$ cat config.mk
export PLATFORM = sky130hd
export DESIGN_NAME = hpm_top
export DESIGN_NICKNAME = d
export VERILOG_FILES = /design/src/core/hpm_pkg.sv /design/src/core/hpm_strap_if.sv /design/src/core/hpm_strap.sv /design/src/core/hpm_top.sv
export SDC_FILE = /design/constraint.sdc
export NUM_CORES = 1
export LEC_CHECK = 0
export ABC_AREA = 1
export CAP_MARGIN = 20
export CORE_MARGIN = 8
export CORE_UTILIZATION = 40
export DETAILED_ROUTE_END_ITERATION = 8
export DONT_BUFFER_PORTS = 1
export GPL_TIMING_DRIVEN = 1
export PLACE_DENSITY = 0.56
export REMOVE_ABC_BUFFERS = 1
export SLEW_MARGIN = 20
export SYNTH_ARGS = -nofsm -noshare
export SYNTH_HDL_FRONTEND = slang
export SYNTH_HIERARCHICAL = 1
export SYNTH_SLANG_ARGS = --single-unit
$ cat constraint.sdc
create_clock -name clk -period 3.1 [get_ports clk]
set_clock_uncertainty 0.2 [all_clocks]
set_input_delay 0.62 -clock clk [delete_from_list [all_inputs] [get_ports clk]]
set_output_delay 0.62 -clock clk [all_outputs]
set_load 0.01 [all_outputs]
$ cat src/core/hpm_pkg.sv
// constants and types of the host port mode pin mux
// assumes a single 20 MHz clock domain and a 32-bit AXI4-Lite register bus
package hpm_pkg;
   typedef enum logic [1:0] {
      HPM_MUX    = 2'h0,
      HPM_NONMUX = 2'h1,
      HPM_SERIAL = 2'h2,
      HPM_HW     = 2'h3
   } hpm_mode_t;

   // ==========================================================
   // register map
   localparam int          ADDR_W       = 8;
   localparam logic [7:0]  OFF_CTRL     = 8'h00;
   localparam logic [7:0]  OFF_STATE    = 8'h04;
   localparam logic [7:0]  OFF_IRQ_STAT = 8'h08;
   localparam logic [7:0]  OFF_IRQ_MASK = 8'h0c;
   localparam logic [1:0]  RESP_OKAY    = 2'h0;
   localparam logic [1:0]  RESP_SLVERR  = 2'h2;

   // ==========================================================
   // control and interrupt fields
   localparam int          CTRL_W        = 2;
   localparam int          CTRL_INT_EN   = 0;
   localparam int          CTRL_FREEZE   = 1;
   localparam logic [1:0]  CTRL_RST      = 2'h1;
   localparam int          IRQ_W         = 8;
   localparam int          IRQ_MODE_BIT  = 0;
   localparam int          IRQ_FLOAT_BIT = 1;
   localparam int          IRQ_EXT_LSB   = 2;
   localparam int          EXT_W         = 6;
   localparam logic [7:0]  MASK_RST      = 8'h00;

   // ==========================================================
   // shared bus bit positions
   localparam int          MISO_BIT  = 0;
   localparam int          MOSI_BIT  = 1;
   localparam int          SCLK_BIT  = 2;
   localparam int          RX_SYNC_BIT = 2;
   localparam int          TX_SYNC_BIT = 3;
   localparam int          RFRM0_BIT   = 4;
   localparam int          RFRM1_BIT   = 5;
   localparam int          TX_TERM_BIT = 6;
   localparam int          RX_TERM_BIT = 7;
endpackage

$ cat src/core/hpm_strap_if.sv
// strap capture signals between the pin mux top and its strap latch
// assumes both ends share the top's clock
`timescale 1ns/100ps
`default_nettype none
interface hpm_strap_if;
   logic       hw_mode;
   logic       freeze;
   logic [7:2] bus;
   logic [1:0] tmode;
   logic       jacks;
   logic       rx_term_dis;
   logic       tx_term_dis;
   logic [1:0] rx_fram;
   logic [1:0] tx_mode;
   logic       tx_sync;
   logic       rx_sync;
   logic       jacks_sel;

   modport strap (input hw_mode, freeze, bus, tmode, jacks,
                  output rx_term_dis, tx_term_dis, rx_fram, tx_mode, tx_sync, rx_sync, jacks_sel);
   modport core  (output hw_mode, freeze, bus, tmode, jacks,
                  input rx_term_dis, tx_term_dis, rx_fram, tx_mode, tx_sync, rx_sync, jacks_sel);
endinterface
`default_nettype wire

$ cat src/core/hpm_strap.sv
// latch of the static strap levels used in hardware mode
// assumes strap pins are synchronous and steady while in hardware mode
`timescale 1ns/100ps
`default_nettype none
module hpm_strap (
   input wire logic     clk,
   input wire logic     sys_rst,
   hpm_strap_if.strap   sif
);
   // ==========================================================
   // capture
   // straps follow the pins only in hardware mode; freeze keeps a known set
   always_ff @(posedge clk or posedge sys_rst) begin
      if (sys_rst) begin
         sif.rx_term_dis <= 1'b0;
         sif.tx_term_dis <= 1'b0;
         sif.rx_fram     <= 2'h0;
         sif.tx_mode     <= 2'h0;
         sif.tx_sync     <= 1'b0;
         sif.rx_sync     <= 1'b0;
         sif.jacks_sel   <= 1'b0;
      end else if (sif.hw_mode && !sif.freeze) begin
         sif.rx_term_dis <= sif.bus[hpm_pkg::RX_TERM_BIT];                                // RL9
         sif.tx_term_dis <= sif.bus[hpm_pkg::TX_TERM_BIT];                                // RL9
         sif.rx_fram     <= {sif.bus[hpm_pkg::RFRM1_BIT], sif.bus[hpm_pkg::RFRM0_BIT]};   // RL10
         sif.tx_mode     <= sif.tmode;                                                    // RL4
         sif.tx_sync     <= sif.bus[hpm_pkg::TX_SYNC_BIT];                                // RL11
         sif.rx_sync     <= sif.bus[hpm_pkg::RX_SYNC_BIT];                                // RL12
         sif.jacks_sel   <= sif.jacks;                                                    // RL15
      end
   end

   // ==========================================================
   // checks
   property p_rx_term;
      @(posedge clk) disable iff (sys_rst)
      (sif.hw_mode && !sif.freeze) |=> (sif.rx_term_dis == $past(sif.bus[hpm_pkg::RX_TERM_BIT])
                                        && sif.tx_term_dis == $past(sif.bus[hpm_pkg::TX_TERM_BIT]));
   endproperty
   a_rx_term: assert property (p_rx_term) else $error("termination strap not taken"); // RL9
   property p_rx_fram;
      @(posedge clk) disable iff (sys_rst)
      (sif.hw_mode && !sif.freeze) |=> (sif.rx_fram == $past(sif.bus[5:4]));
   endproperty
   a_rx_fram: assert property (p_rx_fram) else $error("rx framing strap not taken"); // RL10
   property p_sync_sel;
      @(posedge clk) disable iff (sys_rst)
      (sif.hw_mode && !sif.freeze) |=> (sif.tx_sync == $past(sif.bus[3]) && sif.rx_sync == $past(sif.bus[2]));
   endproperty
   a_sync_sel: assert property (p_sync_sel) else $error("sync function strap not taken"); // RL11
   property p_hold;
      @(posedge clk) disable iff (sys_rst)
      (!sif.hw_mode || sif.freeze) |=> $stable(sif.rx_sync) && $stable(sif.tx_mode) && $stable(sif.rx_fram);
   endproperty
   a_hold: assert property (p_hold) else $error("straps moved outside hardware mode"); // RL12
endmodule
`default_nettype wire

$ cat src/core/hpm_top.sv
// host port mode pin mux: decodes the host port select pair and routes the
// shared bus pins, drives the open-drain interrupt, handles reset/float pin
// assumes all pin inputs synchronous to clk; AXI4-Lite slave on register side
//
// Chosen here: register access over AXI4-Lite and the placing of the registers.
`timescale 1ns/100ps
`default_nettype none
// Operation
// [RL1] select pair picks one of four host modes
// [RL2] interrupt pin pulled low on pending events
// [RL3] board drives jitter clock select in hardware mode
// [RL4] transmit mode selects form mode code in hardware
// [RL5] reset pin rising edge restores register defaults
// [RL6] reset pin high floats every driven pin
// [RL7] nonmultiplexed mode: bus is plain data
// [RL8] multiplexed mode: bus is address/data
// [RL9] hardware mode: bits seven, six disable terminations
// [RL10] hardware mode: bits five, four pick framing
// [RL11] hardware mode: bit three picks tx sync function
// [RL12] hardware mode: bit two picks rx sync function
// [RL13] serial mode: bit two is serial clock
// [RL14] serial mode: bit zero out, bit one in
// [RL15] hardware mode: straps static, no bus drive
// [RL16] ignore serial clock and bus cycles elsewhere
module hpm_top (
   input  wire logic        clk,
   input  wire logic        sys_rst,
   input  wire logic [7:0]  s_axi_awaddr,
   input  wire logic        s_axi_awvalid,
   output logic             s_axi_awready,
   input  wire logic [31:0] s_axi_wdata,
   input  wire logic [3:0]  s_axi_wstrb,
   input  wire logic        s_axi_wvalid,
   output logic             s_axi_wready,
   output logic [1:0]       s_axi_bresp,
   output logic             s_axi_bvalid,
   input  wire logic        s_axi_bready,
   input  wire logic [7:0]  s_axi_araddr,
   input  wire logic        s_axi_arvalid,
   output logic             s_axi_arready,
   output logic [31:0]      s_axi_rdata,
   output logic [1:0]       s_axi_rresp,
   output logic             s_axi_rvalid,
   input  wire logic        s_axi_rready,
   output logic             irq,
   input  wire logic [1:0]  host_port_select,
   input  wire logic        reset_float_pin,
   input  wire logic        tx_mode_sel1,
   input  wire logic        tx_mode_sel2,
   input  wire logic        int_jacks_i,
   output logic             int_jacks_o,
   output logic             int_jacks_oe,
   input  wire logic [7:0]  ad_i,
   output logic [7:0]       ad_o,
   output logic [7:0]       ad_oe,
   input  wire logic [5:0]  dev_event,
   input  wire logic [7:0]  par_rdata,
   input  wire logic        par_drive,
   input  wire logic        miso_data,
   input  wire logic        miso_drive,
   output logic [1:0]       host_mode,
   output logic             par_mux_en,
   output logic             par_nonmux_en,
   output logic             serial_en,
   output logic [7:0]       par_din,
   output logic             sclk,
   output logic             mosi,
   output logic             cfg_reset,
   output logic             rx_term_disable,
   output logic             tx_term_disable,
   output logic [1:0]       rx_framing_sel,
   output logic             tx_sync_pin_function,
   output logic             rx_sync_pin_function,
   output logic [1:0]       tx_mode_code,
   output logic             jitter_att_clk_sel0
);
   // ==========================================================
   // helpers
   function automatic logic is_par(input logic [1:0] m);
      is_par = (m == hpm_pkg::HPM_MUX) || (m == hpm_pkg::HPM_NONMUX);
   endfunction

   function automatic logic reg_hit(input logic [7:0] a);
      reg_hit = (a == hpm_pkg::OFF_CTRL) || (a == hpm_pkg::OFF_STATE) ||
                (a == hpm_pkg::OFF_IRQ_STAT) || (a == hpm_pkg::OFF_IRQ_MASK);
   endfunction

   hpm_pkg::hpm_mode_t mode;
   logic                       float_d_r;
   logic                       float_rise;
   logic [1:0]                 mode_prev_r;
   logic [hpm_pkg::CTRL_W-1:0] ctrl_r;
   logic [hpm_pkg::IRQ_W-1:0]  stat_r;
   logic [hpm_pkg::IRQ_W-1:0]  mask_r;
   logic [hpm_pkg::IRQ_W-1:0]  stat_set;
   logic [hpm_pkg::IRQ_W-1:0]  stat_clr;
   logic                       pend;
   logic                       aw_got_r;
   logic                       w_got_r;
   logic [7:0]                 aw_addr_r;
   logic [31:0]                w_data_r;
   logic [3:0]                 w_strb_r;
   logic                       wr_fire;
   logic                       rd_fire;
   logic [31:0]                state_word;

   hpm_strap_if sif ();

   // ==========================================================
   // mode decode
   assign mode       = hpm_pkg::hpm_mode_t'(host_port_select);   // RL1
   assign float_rise = reset_float_pin && !float_d_r;             // RL5

   always_ff @(posedge clk or posedge sys_rst) begin
      if (sys_rst) begin
         host_mode     <= 2'h0;
         par_mux_en    <= 1'b0;
         par_nonmux_en <= 1'b0;
         serial_en     <= 1'b0;
      end else begin
         host_mode     <= mode;                                   // RL1
         par_mux_en    <= (mode == hpm_pkg::HPM_MUX);            // RL1
         par_nonmux_en <= (mode == hpm_pkg::HPM_NONMUX);         // RL1
         serial_en     <= (mode == hpm_pkg::HPM_SERIAL);         // RL1
      end
   end

   always_ff @(posedge clk or posedge sys_rst) begin
      if (sys_rst) begin
         float_d_r   <= 1'b0;
         mode_prev_r <= 2'h0;
         cfg_reset   <= 1'b0;
      end else begin
         float_d_r   <= reset_float_pin;
         mode_prev_r <= host_port_select;
         cfg_reset   <= float_rise;                               // RL5
      end
   end

   // ==========================================================
   // shared pin routing
   // float wins over every mode so board test sees no driver
   always_ff @(posedge clk or posedge sys_rst) begin
      if (sys_rst) begin
         ad_o    <= 8'h00;
         ad_oe   <= 8'h00;
         par_din <= 8'h00;
         sclk    <= 1'b0;
         mosi    <= 1'b0;
      end else begin
         ad_o  <= 8'h00;
         ad_oe <= 8'h00;                                          // RL6 RL15
         sclk  <= 1'b0;                                           // RL16
         mosi  <= 1'b0;
         if (!reset_float_pin) begin
            unique case (mode)
               hpm_pkg::HPM_MUX, hpm_pkg::HPM_NONMUX: begin
                  ad_o    <= par_rdata;                           // RL7 RL8
                  ad_oe   <= {8{par_drive}};                      // RL7 RL8
                  par_din <= ad_i;                                // RL7 RL8
               end
               hpm_pkg::HPM_SERIAL: begin
                  ad_o[hpm_pkg::MISO_BIT]  <= miso_data;          // RL14
                  ad_oe[hpm_pkg::MISO_BIT] <= miso_drive;         // RL14
                  mosi                     <= ad_i[hpm_pkg::MOSI_BIT];   // RL14
                  sclk                     <= ad_i[hpm_pkg::SCLK_BIT];   // RL13
               end
               hpm_pkg::HPM_HW: begin
               end
            endcase
         end
      end
   end

   // open-drain: output level is always low, only the enable moves
   // in hardware mode the pin is the jitter clock select strap instead
   always_ff @(posedge clk or posedge sys_rst) begin
      if (sys_rst) begin
         int_jacks_o  <= 1'b0;
         int_jacks_oe <= 1'b0;
         irq          <= 1'b0;
      end else begin
         int_jacks_o  <= 1'b0;
         int_jacks_oe <= pend && !reset_float_pin && (mode != hpm_pkg::HPM_HW);   // RL2 RL6
         irq          <= |(stat_r & mask_r);
      end
   end

   // ==========================================================
   // hardware mode straps
   assign sif.hw_mode = (mode == hpm_pkg::HPM_HW);                // RL15
   assign sif.freeze  = ctrl_r[hpm_pkg::CTRL_FREEZE];
   assign sif.bus     = ad_i[7:2];
   assign sif.tmode   = {tx_mode_sel2, tx_mode_sel1};              // RL4
   assign sif.jacks   = int_jacks_i;                               // RL3

   hpm_strap u_strap (
      .clk     (clk),
      .sys_rst (sys_rst),
      .sif     (sif)
   );

   assign rx_term_disable      = sif.rx_term_dis;
   assign tx_term_disable      = sif.tx_term_dis;
   assign rx_framing_sel       = sif.rx_fram;
   assign tx_sync_pin_function = sif.tx_sync;
   assign rx_sync_pin_function = sif.rx_sync;
   assign tx_mode_code         = sif.tx_mode;
   assign jitter_att_clk_sel0  = sif.jacks_sel;

   // ==========================================================
   // interrupt status
   assign pend     = |(stat_r & mask_r) && ctrl_r[hpm_pkg::CTRL_INT_EN];
   assign stat_set = {dev_event, float_rise, (mode_prev_r != host_port_select)};
   assign rd_fire  = s_axi_arvalid && s_axi_arready;
   assign stat_clr = (rd_fire && s_axi_araddr == hpm_pkg::OFF_IRQ_STAT) ? stat_r : '0;

   // set wins over the read clear so an event in the clearing cycle survives
   always_ff @(posedge clk or posedge sys_rst) begin
      if (sys_rst) begin
         stat_r <= '0;
      end else if (float_rise) begin
         stat_r <= stat_set;                                      // RL5
      end else begin
         stat_r <= (stat_r & ~stat_clr) | stat_set;               // RL2
      end
   end

   // ==========================================================
   // AXI4-Lite write side
   assign wr_fire = aw_got_r && w_got_r && !s_axi_bvalid;

   always_ff @(posedge clk or posedge sys_rst) begin
      if (sys_rst) begin
         aw_got_r      <= 1'b0;
         w_got_r       <= 1'b0;
         aw_addr_r     <= 8'h00;
         w_data_r      <= 32'h00000000;
         w_strb_r      <= 4'h0;
         s_axi_awready <= 1'b1;
         s_axi_wready  <= 1'b1;
         s_axi_bvalid  <= 1'b0;
         s_axi_bresp   <= hpm_pkg::RESP_OKAY;
      end else begin
         if (s_axi_awvalid && s_axi_awready) begin
            aw_got_r      <= 1'b1;
            aw_addr_r     <= s_axi_awaddr;
            s_axi_awready <= 1'b0;
         end
         if (s_axi_wvalid && s_axi_wready) begin
            w_got_r      <= 1'b1;
            w_data_r     <= s_axi_wdata;
            w_strb_r     <= s_axi_wstrb;
            s_axi_wready <= 1'b0;
         end
         if (wr_fire) begin
            aw_got_r     <= 1'b0;
            w_got_r      <= 1'b0;
            s_axi_bvalid <= 1'b1;
            s_axi_bresp  <= reg_hit(aw_addr_r) ? hpm_pkg::RESP_OKAY : hpm_pkg::RESP_SLVERR;
         end
         if (s_axi_bvalid && s_axi_bready) begin
            s_axi_bvalid  <= 1'b0;
            s_axi_awready <= 1'b1;
            s_axi_wready  <= 1'b1;
         end
      end
   end

   always_ff @(posedge clk or posedge sys_rst) begin
      if (sys_rst) begin
         ctrl_r <= hpm_pkg::CTRL_RST;
         mask_r <= hpm_pkg::MASK_RST;
      end else if (float_rise) begin
         ctrl_r <= hpm_pkg::CTRL_RST;                             // RL5
         mask_r <= hpm_pkg::MASK_RST;                             // RL5
      end else if (wr_fire && w_strb_r[0]) begin
         if (aw_addr_r == hpm_pkg::OFF_CTRL)
            ctrl_r <= w_data_r[hpm_pkg::CTRL_W-1:0];
         if (aw_addr_r == hpm_pkg::OFF_IRQ_MASK)
            mask_r <= w_data_r[hpm_pkg::IRQ_W-1:0];
      end
   end

   // ==========================================================
   // AXI4-Lite read side
   assign state_word = {20'h00000, sif.rx_term_dis, sif.tx_term_dis, sif.rx_fram, sif.tx_sync, sif.rx_sync,
                        sif.tx_mode, sif.jacks_sel, reset_float_pin, host_port_select};

   always_ff @(posedge clk or posedge sys_rst) begin
      if (sys_rst) begin
         s_axi_arready <= 1'b1;
         s_axi_rvalid  <= 1'b0;
         s_axi_rdata   <= 32'h00000000;
         s_axi_rresp   <= hpm_pkg::RESP_OKAY;
      end else begin
         if (rd_fire) begin
            s_axi_arready <= 1'b0;
            s_axi_rvalid  <= 1'b1;
            s_axi_rresp   <= reg_hit(s_axi_araddr) ? hpm_pkg::RESP_OKAY : hpm_pkg::RESP_SLVERR;
            unique case (s_axi_araddr)
               hpm_pkg::OFF_CTRL:     s_axi_rdata <= {30'h00000000, ctrl_r};
               hpm_pkg::OFF_STATE:    s_axi_rdata <= state_word;
               hpm_pkg::OFF_IRQ_STAT: s_axi_rdata <= {24'h000000, stat_r};
               hpm_pkg::OFF_IRQ_MASK: s_axi_rdata <= {24'h000000, mask_r};
               default:               s_axi_rdata <= 32'h00000000;
            endcase
         end else if (s_axi_rvalid && s_axi_rready) begin
            s_axi_rvalid  <= 1'b0;
            s_axi_arready <= 1'b1;
         end
      end
   end

   // ==========================================================
   // checks
   property p_mode_dec;
      @(posedge clk) disable iff (sys_rst)
      1'b1 |=> (serial_en == ($past(host_port_select) == 2'h2)) && (par_mux_en == ($past(host_port_select) == 2'h0));
   endproperty
   a_mode_dec: assert property (p_mode_dec) else $error("host mode decode wrong"); // RL1
   property p_int_pin;
      @(posedge clk) disable iff (sys_rst)
      (pend && !reset_float_pin && host_port_select != 2'h3) |=> int_jacks_oe && !int_jacks_o;
   endproperty
   a_int_pin: assert property (p_int_pin) else $error("interrupt pin not pulled low"); // RL2
   property p_cfg_rst;
      @(posedge clk) disable iff (sys_rst)
      (reset_float_pin && !float_d_r) |=> cfg_reset && ctrl_r == hpm_pkg::CTRL_RST && mask_r == 8'h00 ##1 !cfg_reset;
   endproperty
   a_cfg_rst: assert property (p_cfg_rst) else $error("reset pin edge did not restore defaults"); // RL5
   property p_float;
      @(posedge clk) disable iff (sys_rst)
      reset_float_pin |=> ad_oe == 8'h00 && !int_jacks_oe;
   endproperty
   a_float: assert property (p_float) else $error("pin driven while floated"); // RL6
   property p_par_bus;
      @(posedge clk) disable iff (sys_rst)
      (!reset_float_pin && host_port_select[1] == 1'b0) |=> par_din == $past(ad_i) && ad_oe == {8{$past(par_drive)}};
   endproperty
   a_par_bus: assert property (p_par_bus) else $error("parallel bus not routed"); // RL7
   property p_mux_out;
      @(posedge clk) disable iff (sys_rst)
      (!reset_float_pin && host_port_select == 2'h0 && par_drive) |=> ad_o == $past(par_rdata);
   endproperty
   a_mux_out: assert property (p_mux_out) else $error("multiplexed bus data wrong"); // RL8
   property p_sclk;
      @(posedge clk) disable iff (sys_rst)
      (!reset_float_pin && host_port_select == 2'h2) |=> sclk == $past(ad_i[2]) && mosi == $past(ad_i[1]);
   endproperty
   a_sclk: assert property (p_sclk) else $error("serial clock or data in not routed"); // RL13
   property p_miso;
      @(posedge clk) disable iff (sys_rst)
      (!reset_float_pin && host_port_select == 2'h2) |=> ad_oe == {7'h00, $past(miso_drive)};
   endproperty
   a_miso: assert property (p_miso) else $error("serial data out drive wrong"); // RL14
   property p_hw_quiet;
      @(posedge clk) disable iff (sys_rst)
      (host_port_select == 2'h3) |=> ad_oe == 8'h00 && !int_jacks_oe;
   endproperty
   a_hw_quiet: assert property (p_hw_quiet) else $error("bus driven in hardware mode"); // RL15
   property p_no_sclk;
      @(posedge clk) disable iff (sys_rst)
      (host_port_select != 2'h2) |=> !sclk;
   endproperty
   a_no_sclk: assert property (p_no_sclk) else $error("serial clock passed outside serial mode"); // RL16
   property p_tx_mode;
      @(posedge clk) disable iff (sys_rst)
      (host_port_select == 2'h3 && !ctrl_r[1]) |=> tx_mode_code == {$past(tx_mode_sel2), $past(tx_mode_sel1)};
   endproperty
   a_tx_mode: assert property (p_tx_mode) else $error("tx mode code not taken"); // RL4

   c_serial: cover property (@(posedge clk) disable iff (sys_rst) serial_en && sclk);
   c_hw:     cover property (@(posedge clk) disable iff (sys_rst) host_port_select == 2'h3 ##1 jitter_att_clk_sel0);
   c_int:    cover property (@(posedge clk) disable iff (sys_rst) !int_jacks_oe ##1 int_jacks_oe);
   c_float:  cover property (@(posedge clk) disable iff (sys_rst) cfg_reset);
endmodule
`default_nettype wire

After elaboration in Yosys (flattened, before gate mapping). Index checks and enable logic that the tools add are counted.

Equality and inequality tests: 11. Multiplexer cells: 35. Bitwise gates (word level): 5. Reduce and logical (&&, ||, !) cells: 41.

Operators by type and width (count): 8-bit 2-to-1 mux (7); 12-bit one-hot mux with 4 select lines (1); 8-bit by 4-bit equality test with 1-bit output, second input constant (4); 1-bit 2-to-1 mux (18); 2-bit nonzero test (9); 8-bit AND (2); 8-bit by 3-bit equality test with 1-bit output, second input constant (2); 8-bit zero test (2); 1-bit logical AND (14); 7-bit 2-to-1 mux (2); 2-bit 2-to-1 mux (5); 8-bit inverter (1); 8-bit OR (1); 8-bit OR reduction (1); 1-bit logical OR (6); 2-bit AND reduction (3); 2-bit equality test, second input constant (2); 1-bit zero test (4); 1-bit one-hot mux with 2 select lines (2); 2-bit by 1-bit equality test with 1-bit output, second input constant (1); 2-bit zero test (1); 2-bit != test (1); 2-bit != test, second input constant (1); 2-bit OR reduction (1); 1-bit inverter (1).

Register bits: 122. Input bits: 90. Output and inout bits: 85. Word-level logic and storage cells: 128.

Depth between registers and ports, before layout.
Word-level depth: 7. Depth in mapped cells: 8.

Modules after synthesis. The synthesis kept the hierarchy.

Modules (own cells, without submodules): hpm_top (times used 1, cells an instance 430, area each 3759.9 µm²); hpm_strap (times used 1, cells an instance 40, area each 379.1 µm²).

Worst setup path before layout. Ideal clock, no wire load.

Kind: input-to-reg. From: input port s_axi_araddr[7]. To: register s_axi_rdata[0]. Library setup time: 0.120 ns. Arrival: 1.280 ns. Data required time: 2.780 ns. Slack: 1.499 ns. Stages on the path: 8. Buffers on the path: 1. Cell sequence: nor2_1 > nand2_1 > inv_2 > buf_4 > nand3_1 > nand2_1 > o21ai_1 > nand2_1.

Longest elaborated chain between the ends: 2. Elaborated cells between the ends (all ways): 5.

RTL lines: start, declared (RTL line hpm_top.sv:38) `input wire logic [7:0] s_axi_araddr,`; 8-bit by 4-bit equality test with 1-bit output, or another cell as far along (RTL line hpm_top.sv:301) `unique case (s_axi_araddr)`; 12-bit one-hot mux with 4 select lines * (RTL line hpm_top.sv:301); end signal, assigned (RTL line hpm_top.sv:302) `hpm_pkg::OFF_CTRL: s_axi_rdata <= {30'h00000000, ctrl_r};`; end signal, assigned (RTL line hpm_top.sv:303) `hpm_pkg::OFF_STATE: s_axi_rdata <= state_word;`; end signal, assigned (RTL line hpm_top.sv:304) `hpm_pkg::OFF_IRQ_STAT: s_axi_rdata <= {24'h000000, stat_r};`; end, declared (RTL line hpm_top.sv:41) `output logic [31:0] s_axi_rdata,`.

Every way passes the cells marked *; elsewhere a longest branch is shown, timed or not. A chain may end at the register's enable or synchronous reset.

Worst setup path in the final report.
From: register s_axi_arready. To: register s_axi_rdata[10].

Longest elaborated chain between the ends: 1.

RTL lines: start, declared (RTL line hpm_top.sv:40) `output logic s_axi_arready,`; start signal, assigned (RTL line hpm_top.sv:292) `s_axi_arready <= 1'b1;`; start signal, assigned (RTL line hpm_top.sv:298) `s_axi_arready <= 1'b0;`; start signal, assigned (RTL line hpm_top.sv:310) `s_axi_arready <= 1'b1;`; 1-bit logical AND (RTL line hpm_top.sv:215) `assign rd_fire = s_axi_arvalid && s_axi_arready;`.

Every way passes these cells.

==> load_flow_metrics.sql <==
INSERT INTO impl_metrics (metric_group, metric, value, unit) VALUES
('timing', 'postLayoutSetupSlackWorst', '1.163', 'ns'),
('critical_path', 'timing.critical_path.mode_cell', 'sky130_fd_sc_hd__nand2_1', ''),
('synthesis', 'ys_ff_latch', '94', ''),
('global_routing', 'grt_util_met2', '21.08', '%'),
('timing', 'layout_worst_path_cycle_share', '62.49', '%'),
('synthesis', 'synthDominantCellAreaShare', '54.41', '%'),
('critical_path', 'timing.critical_path.slowest_cell_delay', '0.58', 'ns'),
('global_routing', 'gr-usage-met3', '6.571', '%'),
('floorplan', 'chipHeight', '117.7', 'microns'),
('global_routing', 'gr-total-overflow', '0', ''),
('critical_path', 'required', '3.17', 'ns'),
('detailed_routing', 'drtAntennaViolNets', '0', ''),
('min_path', 'hold_path.class', 'primary input to asynchronous set/reset pin', ''),
('global_routing', 'first_global_vias', '2932', ''),
('clock_tree', 'clk_transition_reported_paths', '0.09', 'ns'),
('placement', 'hpwl', '7353', 'microns'),
('critical_path', 'endpoint_kind', 'register', ''),
('clock_tree', 'ctsHoldBuffers', '1', ''),
('synthesis', 'post_syn_area', '0.004139', 'sq mm'),
('timing', 'slew_violations', '0', ''),
('synthesis', 'synth_largest_area_cell', 'sky130_fd_sc_hd__dfrtp_1', ''),
('placement', 'placement.io_buffers', '0', ''),
('global_routing', 'first_pass_grt_wire_length', '15930', 'microns'),
('critical_path', 'reg2reg_depth', '4', ''),
('critical_path', 'critPathSlowestCell', 'sky130_fd_sc_hd__dfstp_2', ''),
('clock_tree', 'worst_case_clock_buffer_depth', '2', ''),
('detailed_routing', 'drt_pass1_iterations', '4', ''),
('power', 'report.power.total', '3041', 'uW'),
('timing', 'grt_setup_unrepaired', 'no', ''),
('synthesis', 'synth-warning-count', '6', ''),
('critical_path', 'worstReg2RegStart', 's_axi_arready', ''),
('timing', 'clock_period_minus_worst_slack', '1.937', 'ns'),
('clock_tree', 'tritoncts_buffer_count', '9', ''),
('floorplan', 'initial_core_util', '40.64', '%'),
('global_routing', 'global_route.usage.total', '14.18', '%'),
('outcome', 'result_of_the_run', 'finished, final reports clean', ''),
('run', 'max_cap_violations', '0', ''),
('synthesis', 'synth_area_leaders', 'sky130_fd_sc_hd__dfrtp_1 54%, sky130_fd_sc_hd__nand2_1 15%, sky130_fd_sc_hd__buf_4 5.4%', ''),
('power', 'powerDensity', '698.1', 'mW/mm^2'),
('floorplan', 'total_die_area', '0.01386', 'sq mm'),
('clock_tree', 'clock_tree_from_tritoncts', 'built', ''),
('timing', 'total_negative_setup_slack', '0', 'ns'),
('layout', 'antenna_cells', '0', ''),
('global_routing', 'global_route.usage.met1', '18.16', '%'),
('clock_tree', 'htree_levels', '3', ''),
('floorplan', 'placeableCoreArea', '0.01018', 'sq mm'),
('power', 'worst_ir_drop_vdd', '0.3070', 'mV'),
('critical_path', 'critPathBufInv', '1', ''),
('synthesis', 'synthCells', '470', ''),
('critical_path', 'start_kind', 'register', ''),
('global_routing', 'number_of_antenna_violations_at_the_first_check_in_global_routing', '0', ''),
('detailed_routing', 'route.vias.total', '2911', ''),
('layout', 'synthToLayoutAreaGrowth', '5.230', '%'),
('critical_path', 'rr_endpoint', 's_axi_rdata[10]', ''),
('detailed_routing', 'wl', '9705', 'microns'),
('synthesis', 'synth_sequential_area_ratio', '56.95', '%'),
('critical_path', 'worst-path-max-fanout', '16', ''),
('critical_path', 'timing_worst_setup_path_type', 'register to register', ''),
('clock_tree', 'cts_repair_resize_count', '0', ''),
('detailed_routing', 'post_drt_via_cell_ratio', '4.788', ''),
('synthesis', 'yosys.cell_types.count', '31', ''),
('timing', 'worst-slew-pin-transition', '0.8428', 'ns'),
('clock_tree', 'clock-sinks', '94', ''),
('synthesis', 'avgSynthCellArea', '8.806', 'sq um'),
('detailed_routing', 'drt_initial_violations', '178', ''),
('layout', 'post_route_cells_drive_above_1_share', '9.534', '%'),
('global_routing', 'grt_max_degree', '49', ''),
('critical_path', 'cpLargestDelayFamily', 'flip-flops', ''),
('timing', 'highest_clock_rate', '0.5162', 'GHz'),
('timing', 'maxSlewHeadroom', '43.81', '%'),
('detailed_routing', 'drcViolationCount', '0', '');
[layout by cell type (no fill, tap or decap), types with 3 or more instances in the layout]
master                       n
sky130_fd_sc_hd__clkbuf_8   12
sky130_fd_sc_hd__conb_1     23
sky130_fd_sc_hd__dfrtp_1    90
sky130_fd_sc_hd__dfstp_2     4
sky130_fd_sc_hd__inv_1      34
sky130_fd_sc_hd__inv_2       9
sky130_fd_sc_hd__nand2_1   168
sky130_fd_sc_hd__nand3_1    45
sky130_fd_sc_hd__nor2_1     23
sky130_fd_sc_hd__nor2_2      4
sky130_fd_sc_hd__nor3_1      3
sky130_fd_sc_hd__o21ai_0    17
sky130_fd_sc_hd__o21ai_1     9
sky130_fd_sc_hd__o21bai_1    6
[through the flow]
stage                     area [sq um]  utilization [%]  hold WS [ns]  instances
after CTS                         4355            42.76       0.08499        608
after detailed placement          4126            40.52        0.2704        591
after global routing              4355            42.76       0.08254        608
after floorplan                   3940                -        0.2422        453
after global placement            4126            40.52        0.2627        591
final                             4355            42.76       0.08319        608
[layer usage]
layer | wire length (microns) | part of all wire (%)
met5 | 0 | 0
met4 | 95 | 0.98
met3 | 1153 | 12
met2 | 4325 | 45
met1 | 4131 | 43
[report_power, final]
group          internal [uW]  switching, uW
registers               1480            237
logic                    148            306
clock network            441            428
[sequential cells by signal (all words and copies together) (netlist names), 2 cells and up]
| signal | cells |
|---|---|
| ctrl_r | 2 |
| w_data_r | 8 |
| mask_r | 8 |
| mode_prev_r | 2 |
| s_axi_rdata | 12 |
| stat_r | 8 |
| u_strap/sif.rx_fram | 2 |
| par_din | 8 |
| u_strap/sif.tx_mode | 2 |
| ad_o | 8 |
| ad_oe | 2 |
| aw_addr_r | 8 |
[Yosys cell counts]
cell and instances:
sky130_fd_sc_hd__nand3_2 1, sky130_fd_sc_hd__nor3_4 1, sky130_fd_sc_hd__nand2_8 1, sky130_fd_sc_hd__nor2_4 2, sky130_fd_sc_hd__conb_1 1, sky130_fd_sc_hd__a221oi_1 1, sky130_fd_sc_hd__inv_1 35, sky130_fd_sc_hd__buf_2 6
sky130_fd_sc_hd__a22o_1 1, sky130_fd_sc_hd__nand3_1 45, sky130_fd_sc_hd__clkbuf_1 1, sky130_fd_sc_hd__buf_4 30, sky130_fd_sc_hd__nor2_1 23, sky130_fd_sc_hd__nand2_1 168, sky130_fd_sc_hd__xnor2_1 2, sky130_fd_sc_hd__a31oi_1 1
sky130_fd_sc_hd__o21ai_1 9, sky130_fd_sc_hd__inv_2 9, sky130_fd_sc_hd__nor3_1 3, sky130_fd_sc_hd__nand2_2 2, sky130_fd_sc_hd__a32o_1 1, sky130_fd_sc_hd__buf_6 2, sky130_fd_sc_hd__a31o_2 1, sky130_fd_sc_hd__nor2_8 1
sky130_fd_sc_hd__a21oi_1 1, sky130_fd_sc_hd__o21ai_0 17, sky130_fd_sc_hd__o211ai_1 1, sky130_fd_sc_hd__dfrtp_1 90, sky130_fd_sc_hd__dfstp_2 4, sky130_fd_sc_hd__o21bai_1 6, sky130_fd_sc_hd__nor2_2 4
[kinds of logic (layout without fill, tap and decap cells)]
family / count (synthesis) / in the layout / share of synthesized area [%]
compound gates: 39 / 39 / 5.562
simple gates: 251 / 251 / 26.18
other cells: 1 / 23 / 0.09060
xor+xnor: 2 / 2 / 0.4233
flops: 94 / 94 / 56.95
buf+inv: 83 / 63 / 10.79
[layout make-up]
class	count	area, sq um	area share, %
clock buffer	12	165.2	3.792
clock inverter	4	53.80	1.235
inverter	44	166.4	3.821
multi-input combinational	315	1418	32.55
sequential	94	2357	54.12
tap	136	170.2	3.907
timing repair buffer	3	25.02	0.5745
[how the worst max path moves through the flow]
stage / start / endpoint / depth (start not counted)
CTS: s_axi_arready / s_axi_rdata[10] / 4
detailed placement: s_axi_arvalid / s_axi_rresp[1] / 4
finish: s_axi_arready / s_axi_rdata[10] / 4
global route: s_axi_arready / s_axi_rdata[10] / 4
global placement: s_axi_arvalid / s_axi_rresp[1] / 4
floorplan: sys_rst / ad_o[0] / 1
[worst register-to-register path: cells and delay by family (launching register included)]
kind | cells | cell delay (ns)
DFF | 1 | 0.58
buffers and inverters | 1 | 0.48
and+or+nand+nor | 2 | 0.46
AOI/OAI and AO/OA | 1 | 0.15
Power figures use the tool's default switching activity.
